--- src/hw/dsg_pkg.sv ---
// dsg_pkg: constants and types of the data-integrity command block
// assumes: one 20 MHz clock domain, apb register access, 32-bit addresses
package dsg_pkg;

    // ==========================================================
    // operation codes
    localparam logic [7:0] OP_DIX_GEN   = 8'h17;
    localparam logic [7:0] OP_FLUSH     = 8'h20;
    localparam logic [7:0] OP_DIF_CHECK = 8'h12;

    // ==========================================================
    // completion status codes
    localparam logic [7:0] ST_NONE      = 8'h00;
    localparam logic [7:0] ST_SUCCESS   = 8'h01;
    localparam logic [7:0] ST_PAGE_FLT  = 8'h03;
    localparam logic [7:0] ST_DIF_ERR   = 8'h0a;
    localparam logic [7:0] ST_OVERLAP   = 8'h10;
    localparam logic [7:0] ST_BAD_OP    = 8'h11;

    // ==========================================================
    // integrity status byte codes
    localparam logic [7:0] DIF_GRD_MIS  = 8'h01;
    localparam logic [7:0] DIF_APP_MIS  = 8'h02;
    localparam logic [7:0] DIF_REF_MIS  = 8'h04;
    localparam logic [7:0] DIF_ALLF_ERR = 8'h08;

    // ==========================================================
    // source and destination flag bit positions
    localparam int SF_REF_DIS   = 6;
    localparam int SF_GRD_DIS   = 5;
    localparam int SF_AR_FDET   = 3;
    localparam int SF_APP_FDET  = 2;
    localparam int SF_ALLF      = 1;
    localparam int SF_ALLF_ERR  = 0;
    localparam int DF_REF_FIXED = 7;
    localparam int DF_APP_INC   = 4;

    // ==========================================================
    // register byte addresses
    localparam logic [7:0] REG_CTRL    = 8'h00;
    localparam logic [7:0] REG_XFER    = 8'h04;
    localparam logic [7:0] REG_SRC     = 8'h08;
    localparam logic [7:0] REG_DST     = 8'h0c;
    localparam logic [7:0] REG_DIF     = 8'h10;
    localparam logic [7:0] REG_REFSEED = 8'h14;
    localparam logic [7:0] REG_APP     = 8'h18;
    localparam logic [7:0] REG_CHK0    = 8'h1c;
    localparam logic [7:0] REG_CHK1    = 8'h20;
    localparam logic [7:0] CR_W0       = 8'h40;
    localparam logic [7:0] CR_BYTES    = 8'h44;
    localparam logic [7:0] CR_FADDR    = 8'h48;
    localparam logic [7:0] CR_TAGS_LO  = 8'h58;
    localparam logic [7:0] CR_TAGS_HI  = 8'h5c;

    // ==========================================================
    // register field positions
    localparam int CTRL_START_BIT = 8;
    localparam int CTRL_BUSY_BIT  = 9;
    localparam int DIF_SF_LSB     = 0;
    localparam int DIF_DF_LSB     = 8;
    localparam int DIF_BS_LSB     = 16;
    localparam int HI_HALF_LSB    = 16;
    localparam int CR_STAT_LSB    = 0;
    localparam int CR_DIF_LSB     = 8;
    localparam int DIF_ENTRY_LG   = 3;

    // ==========================================================
    // block sizes
    localparam logic [31:0] BLK_512  = 32'h0000_0200;
    localparam logic [31:0] BLK_520  = 32'h0000_0208;
    localparam logic [31:0] BLK_4096 = 32'h0000_1000;
    localparam logic [31:0] BLK_4104 = 32'h0000_1008;

    typedef enum logic [2:0] {
        S_IDLE  = 3'h0,
        S_COUNT = 3'h1,
        S_CHKOV = 3'h3,
        S_GUARD = 3'h2,
        S_WRITE = 3'h6,
        S_FLUSH = 3'h7,
        S_DONE  = 3'h5
    } dsg_state_t;

    function automatic logic [31:0] dsg_blk_bytes(input logic [1:0] sel);
        case (sel)
            2'h0:    dsg_blk_bytes = BLK_512;
            2'h1:    dsg_blk_bytes = BLK_520;
            2'h2:    dsg_blk_bytes = BLK_4096;
            default: dsg_blk_bytes = BLK_4104;
        endcase
    endfunction : dsg_blk_bytes

endpackage : dsg_pkg

--- src/hw/dsg_dif_eval.sv ---
// dsg_dif_eval: integrity status byte for one block
// assumes: computed guard and tags are supplied by the caller
`timescale 1ns/10ps
`default_nettype none
module dsg_dif_eval
    import dsg_pkg::*;
(
    // flags and fields
    input  wire logic [7:0]  sflags,
    input  wire logic [15:0] app_mask,
    input  wire logic [15:0] src_grd,
    input  wire logic [15:0] src_app,
    input  wire logic [31:0] src_ref,
    input  wire logic [15:0] calc_grd,
    input  wire logic [15:0] calc_app,
    input  wire logic [31:0] calc_ref,
    // result
    output logic [7:0]  code,
    output logic        fdet
);
    logic app_ones;
    logic ref_ones;
    logic all_ones;

    always_comb begin
        app_ones = &src_app;
        ref_ones = &src_ref;
        all_ones = app_ones && ref_ones && (&src_grd);
        fdet = (sflags[SF_ALLF] && all_ones)
            || (sflags[SF_APP_FDET] && app_ones)
            || (sflags[SF_AR_FDET] && app_ones && ref_ones);
        code = '0;
        // codes accumulate, so several mismatches show together
        if (!sflags[SF_GRD_DIS] && !fdet && calc_grd != src_grd) begin
            code = code | DIF_GRD_MIS;
        end
        if (app_mask != 16'hffff && !fdet && ((calc_app ^ src_app) & ~app_mask) != 16'h0000) begin
            code = code | DIF_APP_MIS;
        end
        if (!sflags[SF_REF_DIS] && !fdet && calc_ref != src_ref) begin
            code = code | DIF_REF_MIS;
        end
        if (sflags[SF_ALLF] && sflags[SF_ALLF_ERR] && all_ones) begin
            code = code | DIF_ALLF_ERR;
        end
    end
endmodule : dsg_dif_eval
`default_nettype wire

--- src/hw/dsg_span.sv ---
// dsg_span: cache-line range covered by a byte region
// assumes: length nonzero when used; region does not wrap the address space
`timescale 1ns/10ps
`default_nettype none
module dsg_span #(
    parameter int LINE_LG = 6
) (
    // region
    input  wire logic [31:0] base,
    input  wire logic [31:0] len,
    // covered lines
    output logic [31:0] first_line,
    output logic [31:0] last_line
);
    logic [31:0] last_byte;

    always_comb begin
        last_byte  = base + len - 32'h1;
        // rounding both ends down catches partly covered lines
        first_line = (base >> LINE_LG) << LINE_LG;
        last_line  = (last_byte >> LINE_LG) << LINE_LG;
    end
endmodule : dsg_span
`default_nettype wire

--- src/hw/dsg_top.sv ---
// dsg_top: descriptor engine for integrity check, integrity generate and cache flush
// assumes: apb master, guard engine and memory port all on SYS_CLK
//
// Added by the designer: register access over APB and the address map.
`timescale 1ns/10ps
`default_nettype none
// Behaviour
// - integrity status byte sits at completion record byte 1
// - status byte only set by check ops, with integrity error status
// - guard, app and ref mismatch codes are or-ed together
// - guard mismatch when checking enabled, no escape, values differ
// - app tag mismatch when mask not all ones, no escape, values differ
// - ref tag mismatch when checking enabled, no escape, values differ
// - all-ones error when detect and its error enable set and fields all ones
// - escape from all-ones, app-tag or app-plus-ref detect
// - generate writes only the integrity entries, never source data
// - block sizes 512, 520, 4096, 4104; total from transfer size
// - eight destination bytes per processed block
// - overlapping source and destination is an error
// - success writes final tags with success status
// - page fault writes updated tags with fault information
// - tags word at completion record byte 24
// - flush op flushes caches over destination range
// - any alignment and length; partly covered lines flushed too
module dsg_top
    import dsg_pkg::*;
#(
    parameter int LINE_LG = 6
) (
    // clock, reset, enable
    input  wire logic        SYS_CLK,
    input  wire logic        RST,
    input  wire logic        CE,
    // apb slave
    input  wire logic        PSEL,
    input  wire logic        PENABLE,
    input  wire logic        PWRITE,
    input  wire logic [7:0]  PADDR,
    input  wire logic [31:0] PWDATA,
    output logic      [31:0] PRDATA,
    output logic             PREADY,
    output logic             PSLVERR,
    // guard engine
    output logic             GUARD_REQ,
    output logic      [31:0] GUARD_ADDR,
    output logic      [31:0] GUARD_LEN,
    input  wire logic        GUARD_VLD,
    input  wire logic [15:0] GUARD_VAL,
    // memory write and flush port
    output logic             MEM_REQ,
    output logic             MEM_FLUSH,
    output logic      [31:0] MEM_ADDR,
    output logic      [63:0] MEM_DATA,
    input  wire logic        MEM_READY,
    input  wire logic        MEM_FAULT,
    // operation state
    output logic             BUSY,
    output logic             DONE
);
    // ==========================================================
    // state
    typedef struct packed {
        dsg_state_t  st;
        logic [7:0]  op;
        logic [31:0] xfer, src, dst;
        logic [7:0]  sflags, dflags;
        logic [1:0]  bsel;
        logic [31:0] ref_seed;
        logic [15:0] app_seed, app_mask, chk_grd, chk_app;
        logic [31:0] chk_ref, rem, nblk, cur_src, cur_dst, ref_tag;
        logic [15:0] app_tag, guard;
        logic [7:0]  cr_st, cr_dif;
        logic [31:0] cr_bytes, cr_faddr, rdata;
        logic        perr;
    } dsg_regs_t;

    dsg_regs_t   q;
    dsg_regs_t   d;
    logic [31:0] bsz;
    logic [31:0] dlen;
    logic        ovl;
    logic        start;
    logic        setup;
    logic        wr;
    logic        busy;
    logic [7:0]  dif_code;
    logic        fdet;
    logic [31:0] first_line;
    logic [31:0] last_line;

    dsg_dif_eval u_eval (
        .sflags   (q.sflags),
        .app_mask (q.app_mask),
        .src_grd  (q.chk_grd),
        .src_app  (q.chk_app),
        .src_ref  (q.chk_ref),
        .calc_grd (GUARD_VAL),
        .calc_app (q.app_seed),
        .calc_ref (q.ref_seed),
        .code     (dif_code),
        .fdet     (fdet)
    );

    dsg_span #(.LINE_LG(LINE_LG)) u_span (
        .base       (q.dst),
        .len        (q.xfer),
        .first_line (first_line),
        .last_line  (last_line)
    );

    // ==========================================================
    // next state
    always_comb begin
        d     = q;
        start = 1'b0;
        busy  = (q.st != S_IDLE);
        bsz   = dsg_blk_bytes(q.bsel);
        dlen  = q.nblk << DIF_ENTRY_LG;
        ovl   = (q.nblk != 32'h0) && (q.dst < q.src + q.xfer)
             && (q.src < q.dst + dlen);
        setup = PSEL && !PENABLE;
        wr    = PSEL && PENABLE && PWRITE;

        // apb: decode in setup, reads answered from the flop next cycle
        if (setup) begin
            d.perr  = 1'b0;
            d.rdata = '0;
            case (PADDR)
                REG_CTRL: begin
                    d.rdata[7:0]           = q.op;
                    d.rdata[CTRL_BUSY_BIT] = busy;
                end
                REG_XFER:    d.rdata = q.xfer;
                REG_SRC:     d.rdata = q.src;
                REG_DST:     d.rdata = q.dst;
                REG_DIF: begin
                    d.rdata[DIF_SF_LSB +: 8] = q.sflags;
                    d.rdata[DIF_DF_LSB +: 8] = q.dflags;
                    d.rdata[DIF_BS_LSB +: 2] = q.bsel;
                end
                REG_REFSEED: d.rdata = q.ref_seed;
                REG_APP:     d.rdata = {q.app_mask, q.app_seed};
                REG_CHK0:    d.rdata = {q.chk_app, q.chk_grd};
                REG_CHK1:    d.rdata = q.chk_ref;
                CR_W0: begin
                    d.rdata[CR_STAT_LSB +: 8] = q.cr_st;
                    d.rdata[CR_DIF_LSB +: 8]  = q.cr_dif;
                end
                CR_BYTES:    d.rdata = q.cr_bytes;
                CR_FADDR:    d.rdata = q.cr_faddr;
                CR_TAGS_LO:  d.rdata = q.ref_tag;
                CR_TAGS_HI:  d.rdata = {q.app_tag, q.app_mask};
                default:     d.perr  = 1'b1;
            endcase
        end

        // settings are frozen while an operation runs
        if (wr && !busy) begin
            case (PADDR)
                REG_CTRL: begin
                    d.op  = PWDATA[7:0];
                    start = PWDATA[CTRL_START_BIT];
                end
                REG_XFER:    d.xfer = PWDATA;
                REG_SRC:     d.src = PWDATA;
                REG_DST:     d.dst = PWDATA;
                REG_DIF: begin
                    d.sflags = PWDATA[DIF_SF_LSB +: 8];
                    d.dflags = PWDATA[DIF_DF_LSB +: 8];
                    d.bsel   = PWDATA[DIF_BS_LSB +: 2];
                end
                REG_REFSEED: d.ref_seed = PWDATA;
                REG_APP: begin
                    d.app_seed = PWDATA[15:0];
                    d.app_mask = PWDATA[HI_HALF_LSB +: 16];
                end
                REG_CHK0: begin
                    d.chk_grd = PWDATA[15:0];
                    d.chk_app = PWDATA[HI_HALF_LSB +: 16];
                end
                REG_CHK1:    d.chk_ref = PWDATA;
                default: ;
            endcase
        end

        case (q.st)
            S_IDLE: begin
                if (start) begin
                    d.cr_st    = ST_NONE;
                    d.cr_dif   = '0;
                    d.cr_bytes = '0;
                    d.cr_faddr = '0;
                    d.ref_tag  = q.ref_seed;
                    d.app_tag  = q.app_seed;
                    d.cur_src  = q.src;
                    if (d.op == OP_DIX_GEN) begin
                        d.rem  = q.xfer;
                        d.nblk = '0;
                        d.st   = S_COUNT;
                    end else if (d.op == OP_FLUSH) begin
                        d.cur_dst = first_line;
                        if (q.xfer == 32'h0) begin
                            d.cr_st = ST_SUCCESS;
                            d.st    = S_DONE;
                        end else begin
                            d.st = S_FLUSH;
                        end
                    end else if (d.op == OP_DIF_CHECK) begin
                        d.st = S_GUARD;
                    end else begin
                        d.cr_st = ST_BAD_OP;
                        d.st    = S_DONE;
                    end
                end
            end
            S_COUNT: begin
                // a trailing partial block is left unprocessed
                if (q.rem >= bsz) begin
                    d.rem  = q.rem - bsz;
                    d.nblk = q.nblk + 32'h1;
                end else begin
                    d.st = S_CHKOV;
                end
            end
            S_CHKOV: begin
                d.cur_dst = q.dst;
                if (ovl) begin
                    d.cr_st = ST_OVERLAP;
                    d.st    = S_DONE;
                end else if (q.nblk == 32'h0) begin
                    d.cr_st = ST_SUCCESS;
                    d.st    = S_DONE;
                end else begin
                    d.st = S_GUARD;
                end
            end
            S_GUARD: begin
                if (GUARD_VLD) begin
                    d.guard = GUARD_VAL;
                    if (q.op == OP_DIF_CHECK) begin
                        d.cr_dif   = dif_code;
                        d.cr_st    = (dif_code != 8'h00) ? ST_DIF_ERR : ST_SUCCESS;
                        d.cr_bytes = bsz;
                        d.st       = S_DONE;
                    end else begin
                        d.st = S_WRITE;
                    end
                end
            end
            S_WRITE: begin
                if (MEM_FAULT) begin
                    // tags left at the values for the unfinished block
                    d.cr_st    = ST_PAGE_FLT;
                    d.cr_faddr = q.cur_dst;
                    d.st       = S_DONE;
                end else if (MEM_READY) begin
                    d.cur_dst  = q.cur_dst + (32'h1 << DIF_ENTRY_LG);
                    d.cur_src  = q.cur_src + bsz;
                    d.cr_bytes = q.cr_bytes + bsz;
                    d.nblk     = q.nblk - 32'h1;
                    d.ref_tag  = q.dflags[DF_REF_FIXED] ? q.ref_tag : q.ref_tag + 32'h1;
                    d.app_tag  = q.dflags[DF_APP_INC] ? q.app_tag + 16'h1 : q.app_tag;
                    if (q.nblk == 32'h1) begin
                        d.cr_st = ST_SUCCESS;
                        d.st    = S_DONE;
                    end else begin
                        d.st = S_GUARD;
                    end
                end
            end
            S_FLUSH: begin
                if (MEM_FAULT) begin
                    d.cr_st    = ST_PAGE_FLT;
                    d.cr_faddr = q.cur_dst;
                    d.st       = S_DONE;
                end else if (MEM_READY) begin
                    if (q.cur_dst == last_line) begin
                        d.cr_st    = ST_SUCCESS;
                        d.cr_bytes = q.xfer;
                        d.st       = S_DONE;
                    end else begin
                        d.cur_dst = q.cur_dst + (32'h1 << LINE_LG);
                    end
                end
            end
            S_DONE:  d.st = S_IDLE;
            default: d.st = S_IDLE;
        endcase
    end

    always_ff @(posedge SYS_CLK) begin
        if (RST) begin
            q <= '0;
        end else if (CE) begin
            q <= d;
        end
    end

    // ==========================================================
    // outputs
    always_comb begin
        PRDATA     = q.rdata;
        PREADY     = 1'b1;
        PSLVERR    = PSEL && PENABLE && q.perr;
        GUARD_REQ  = (q.st == S_GUARD);
        GUARD_ADDR = q.cur_src;
        GUARD_LEN  = bsz;
        MEM_REQ    = (q.st == S_WRITE) || (q.st == S_FLUSH);
        MEM_FLUSH  = (q.st == S_FLUSH);
        MEM_ADDR   = q.cur_dst;
        MEM_DATA   = {q.ref_tag, q.app_tag, q.guard};
        BUSY       = busy;
        DONE       = (q.st == S_DONE);
    end

    // ==========================================================
    // checks
    chk_status_offset: assert property (@(posedge SYS_CLK) disable iff (RST)
        (CE && setup && !PWRITE && PADDR == CR_W0)
        |=> PRDATA[CR_DIF_LSB +: 8] == $past(q.cr_dif))
        else $error("status byte not at byte one");

    chk_dif_only_err: assert property (@(posedge SYS_CLK) disable iff (RST)
        (q.cr_dif != 8'h00) |-> (q.cr_st == ST_DIF_ERR && q.op == OP_DIF_CHECK))
        else $error("status byte set outside check error");

    chk_or_codes: assert property (@(posedge SYS_CLK) disable iff (RST)
        (CE && q.st == S_GUARD && GUARD_VLD && q.op == OP_DIF_CHECK)
        |=> (q.cr_dif == $past(dif_code)) && (q.st == S_DONE))
        else $error("mismatch codes not combined");

    chk_guard_code: assert property (@(posedge SYS_CLK) disable iff (RST)
        (CE && q.st == S_GUARD && GUARD_VLD && q.op == OP_DIF_CHECK
         && !q.sflags[SF_GRD_DIS] && !fdet && GUARD_VAL != q.chk_grd)
        |=> q.cr_dif[0])
        else $error("guard mismatch not reported");

    chk_allf_code: assert property (@(posedge SYS_CLK) disable iff (RST)
        (CE && q.st == S_GUARD && GUARD_VLD && q.op == OP_DIF_CHECK
         && q.sflags[SF_ALLF] && q.sflags[SF_ALLF_ERR]
         && (&q.chk_app) && (&q.chk_ref) && (&q.chk_grd))
        |=> q.cr_dif[3] && !q.cr_dif[0])
        else $error("all-ones error not reported");

    chk_entry_step: assert property (@(posedge SYS_CLK) disable iff (RST)
        (CE && q.st == S_WRITE && MEM_READY && !MEM_FAULT)
        |=> q.cur_dst == $past(q.cur_dst) + 32'h8)
        else $error("entry not eight bytes");

    chk_overlap_err: assert property (@(posedge SYS_CLK) disable iff (RST)
        (CE && q.st == S_CHKOV && ovl)
        |=> (q.st == S_DONE && q.cr_st == ST_OVERLAP) ##1 (q.st == S_IDLE || !CE))
        else $error("overlap not refused");

    chk_fault_tags: assert property (@(posedge SYS_CLK) disable iff (RST)
        (CE && q.st == S_WRITE && MEM_FAULT)
        |=> q.cr_st == ST_PAGE_FLT && q.ref_tag == $past(q.ref_tag)
            && q.cr_faddr == $past(q.cur_dst))
        else $error("fault record wrong");

    chk_flush_cover: assert property (@(posedge SYS_CLK) disable iff (RST)
        (CE && q.st == S_FLUSH && MEM_READY && !MEM_FAULT && q.cur_dst != last_line)
        |=> q.st == S_FLUSH && q.cur_dst <= last_line)
        else $error("flush stopped early");
endmodule : dsg_top
`default_nettype wire

--- config.mk ---
export PLATFORM = sky130hd
export DESIGN_NAME = dsg_top
export DESIGN_NICKNAME = d
export VERILOG_FILES = /design/src/hw/dsg_pkg.sv /design/src/hw/dsg_dif_eval.sv /design/src/hw/dsg_span.sv /design/src/hw/dsg_top.sv
export SDC_FILE = /design/constraint.sdc
export NUM_CORES = 2
export LEC_CHECK = 0
export BUFFER_PORTS_ARGS = -buffer_cell sky130_fd_sc_hd__buf_4
export CORE_ASPECT_RATIO = 0.5
export CORE_MARGIN = 2
export CORE_UTILIZATION = 55
export DETAILED_ROUTE_END_ITERATION = 8
export PLACE_DENSITY = 0.75
export SLEW_MARGIN = 20
export SYNTH_ARGS = -nofsm -noshare
export SYNTH_HDL_FRONTEND = slang
export SYNTH_SLANG_ARGS = --single-unit
--- constraint.sdc ---
create_clock -name SYS_CLK -period 6.4 [get_ports SYS_CLK]
set_input_delay 0.64 -clock SYS_CLK [delete_from_list [all_inputs] [get_ports SYS_CLK]]
set_output_delay 0.64 -clock SYS_CLK [all_outputs]
set_load 0.01 [all_outputs]
==> results.cfg <==
[sta]
setup-tns-final_ns = 0
max_freq_mhz = 169
fin_crit_sh = 0.924
setup_viol = 0
slew_headroom = 0.165
fin_crit_ns = 5.91
whs_ns = 0.247
skew_ns = 0.0280
rsz0062_at_grt = false
worstMarginPinSlew_ns = 1.24
hold_violations = 0
drv_slew = 0

[global_routing]
grt_max_degree = 171
gr-usage-all-layers = 0.457
gr-usage-met3 = 0.204
grtUsageMet2 = 0.610
grt_pass1_vias = 35800
grt_overflow_total = 0
antenna_found_initial = 8
grt_busiest_layer = met1
grt_pass1_wl_mm = 238
gr-usage-met1 = 0.637

[layout]
final_cells = 5866
synthToLayoutAreaGrowth_pct = 7.84
final_cell_mix = nand2_1 (870), a21oi_1 (602), dfxtp_1 (549)
multi_input_area_um2 = 22700
final_util = 0.597
seqCellArea_um2 = 11000
nFillCells = 6219
drive_gt1_frac = 0.0979
nets = 5193
final_common_cell = nand2_1

[route]
firstDrtPassIters = 9
drt_wl_total_mm = 166
wl_per_cell_um = 28.3
vias_per_cell = 6.98
drc_errors = 11
drt_iter0_drc = 7845
num_vias = 40900
ant_nets = 0

[power_and_ir_drop]
total_power_mw = 8.47
irDropWorstVdd_mv = 0.210
p_leak_nw = 14.9
p_per_area_nw_per_um2 = 213

[status]
status = finished, violations left
violations = DRC

[placement]
port_buffers = 233
gp_congestion = 1.08
placed_cells = 5771
hpwl_mm = 123

[worst_setup_path]
worstSetupStartpointType = flop
crit_arrival_ns = 6.46
worstPathMaxFanout = 7
required_ns = 6.95
end_kind = flop
path_class = flop to flop
rrSetupSlack_ns = 0.49

[cts]
cts_max_level = 2
clk_path_buf_depth = 3
cts_made_buffers = 51
cts_root_buf = clkbuf_16
postCtsHoldBufs = 0
cts.repair.resized = 0
clk_latency_ns = 0.65
cts_setup_buffers = 0
cts.clk_slew.worst_paths_ns = 0.08
clock_sinks = 550
cts_tree = done

[floorplan]
die_x_um = 370
ios = 264
coreArea_um2 = 66700
die_area_um2 = 69400
rows = 67
initial_core_util = 0.553
fp.dieH_um = 187

[synth]
synth_top_area_cell = dfxtp_1
synth_cells = 5033
avgSynthCellArea_um2 = 7.34
yosysUniqueCellTypes = 86
ys_seq_area_frac = 0.298
ys_seq_elements = 550
synthFlopType = dfxtp_1
synth-edff-count = 0
synth_top_area_share = 0.298
syn_area_um2 = 36900
synth_area_leaders = dfxtp_1 (30%), nand2_1 (8.9%), a21oi_1 (8.2%), ha_1 (6.7%), buf_4 (4.1%)
yosysWarnings = 0
postSynth.asyncResetShare = 0

[min_path]
hold_class = input port to flop

[flow_run]
cap_viol_max_count = 0
synthesized netlist by cell type, types with 27 or more instances:
| library cell | count |
|---|---|
| and3_1 | 61 |
| a22oi_1 | 104 |
| o21ai_0 | 228 |
| a211oi_1 | 67 |
| clkbuf_1 | 300 |
| inv_1 | 177 |
| nand3_1 | 142 |
| o31ai_1 | 35 |
| dfxtp_1 | 550 |
| a222oi_1 | 40 |
| nor2_1 | 340 |
| a221oi_1 | 71 |
| a21oi_1 | 604 |
| xor2_1 | 59 |
| o211ai_1 | 37 |
| a311oi_1 | 27 |
| buf_4 | 200 |
| mux2i_1 | 33 |
| nand4_1 | 90 |
| a31oi_1 | 34 |
| nand2_1 | 877 |
| ha_1 | 199 |
| nand2b_1 | 28 |
| o22ai_1 | 37 |
| a21o_1 | 44 |
| a22o_1 | 33 |
| or3_1 | 27 |
| nor3_1 | 106 |
| xnor2_1 | 113 |
| nor4_1 | 43 |
cells by family (layout without fill, tap and decap cells):
family          after synthesis  count (layout)  share of synthesized area
simple gates               1821            1821                      0.221
compound gates             1548            1548                      0.270
buf+inv                     705             610                     0.0923
flops                       550             550                      0.298
fa+ha+maj                   201             201                     0.0685
xor+xnor                    172             172                     0.0408
mux                          34              34                    0.00925
other cells                   2              33                   0.000203
power breakdown:
group	total (mW)	switching [mW]	internal, mW
clock network	3.28	1.50	1.77
logic	1.57	1.13	0.436
registers	3.62	0.129	3.49
total	8.47	2.76	5.70
flip-flops by register name (all words and copies together), names as in the netlist:
name and flops:
PRDATA 32, GUARD_ADDR 32, MEM_ADDR 32, dlen 29
q 361, MEM_DATA 64
metrics by stage:
step / setup WS, ns / cell area [µm²]
final: 0.489 / 39800
after global routing: 0.228 / 39800
after CTS: 0.540 / 39800
after detailed placement: 0.576 / 38100
after global placement: 0.553 / 38100
after floorplan: 1.29 / 37000
routing by layer:
layer / routed length [µm] / vias to the layer above
li1: - / 17800
met1: 64900 / 19300
met2: 63600 / 3363
met3: 30400 / 495
met4: 7100 / 10
met5: 230 / -
final timing paths:
check / end / from / depth (start not counted)
setup / recovery: q[108] / q[515] / 26
hold / removal: MEM_DATA[13] / GUARD_VAL[13] / 3
setup reg to reg: q[108] / q[515] / 26
hold reg to reg: GUARD_ADDR[1] / GUARD_ADDR[1] / 2
area by class of cell:
type,instances,area share
flip-flops and latches,550,0.276
inverters,179,0.0169
diodes,3,0.000188
clock buffers,76,0.0372
clock inverters,16,0.00569
well taps,897,0.0282
repair buffers,339,0.0644
multi-input cells,3806,0.571
critical path, stage by stage (launching register included):
cell and delay (ns):
dfxtp_1 0.39, ha_1 0.24, inv_1 0.08, fa_1 0.21
nor2b_1 0.06, o21ai_0 0.22, a21oi_1 0.15, o31a_1 0.31
o211ai_1 0.20, nand3_1 0.21, a221oi_1 0.50, o211ai_1 0.23
a31o_2 0.31, a21oi_1 0.16, xor2_1 0.17, ha_1 0.26
nand4_1 0.13, nor2_1 0.10, nand3_1 0.10, nand4_1 0.11
a221o_1 0.27, nor3_1 0.21, o211ai_1 0.22, a31o_2 0.31
nand2b_1 0.18, or3_1 0.36, a21oi_1 0.12
Note: power is estimated with default switching activity, not from simulation.
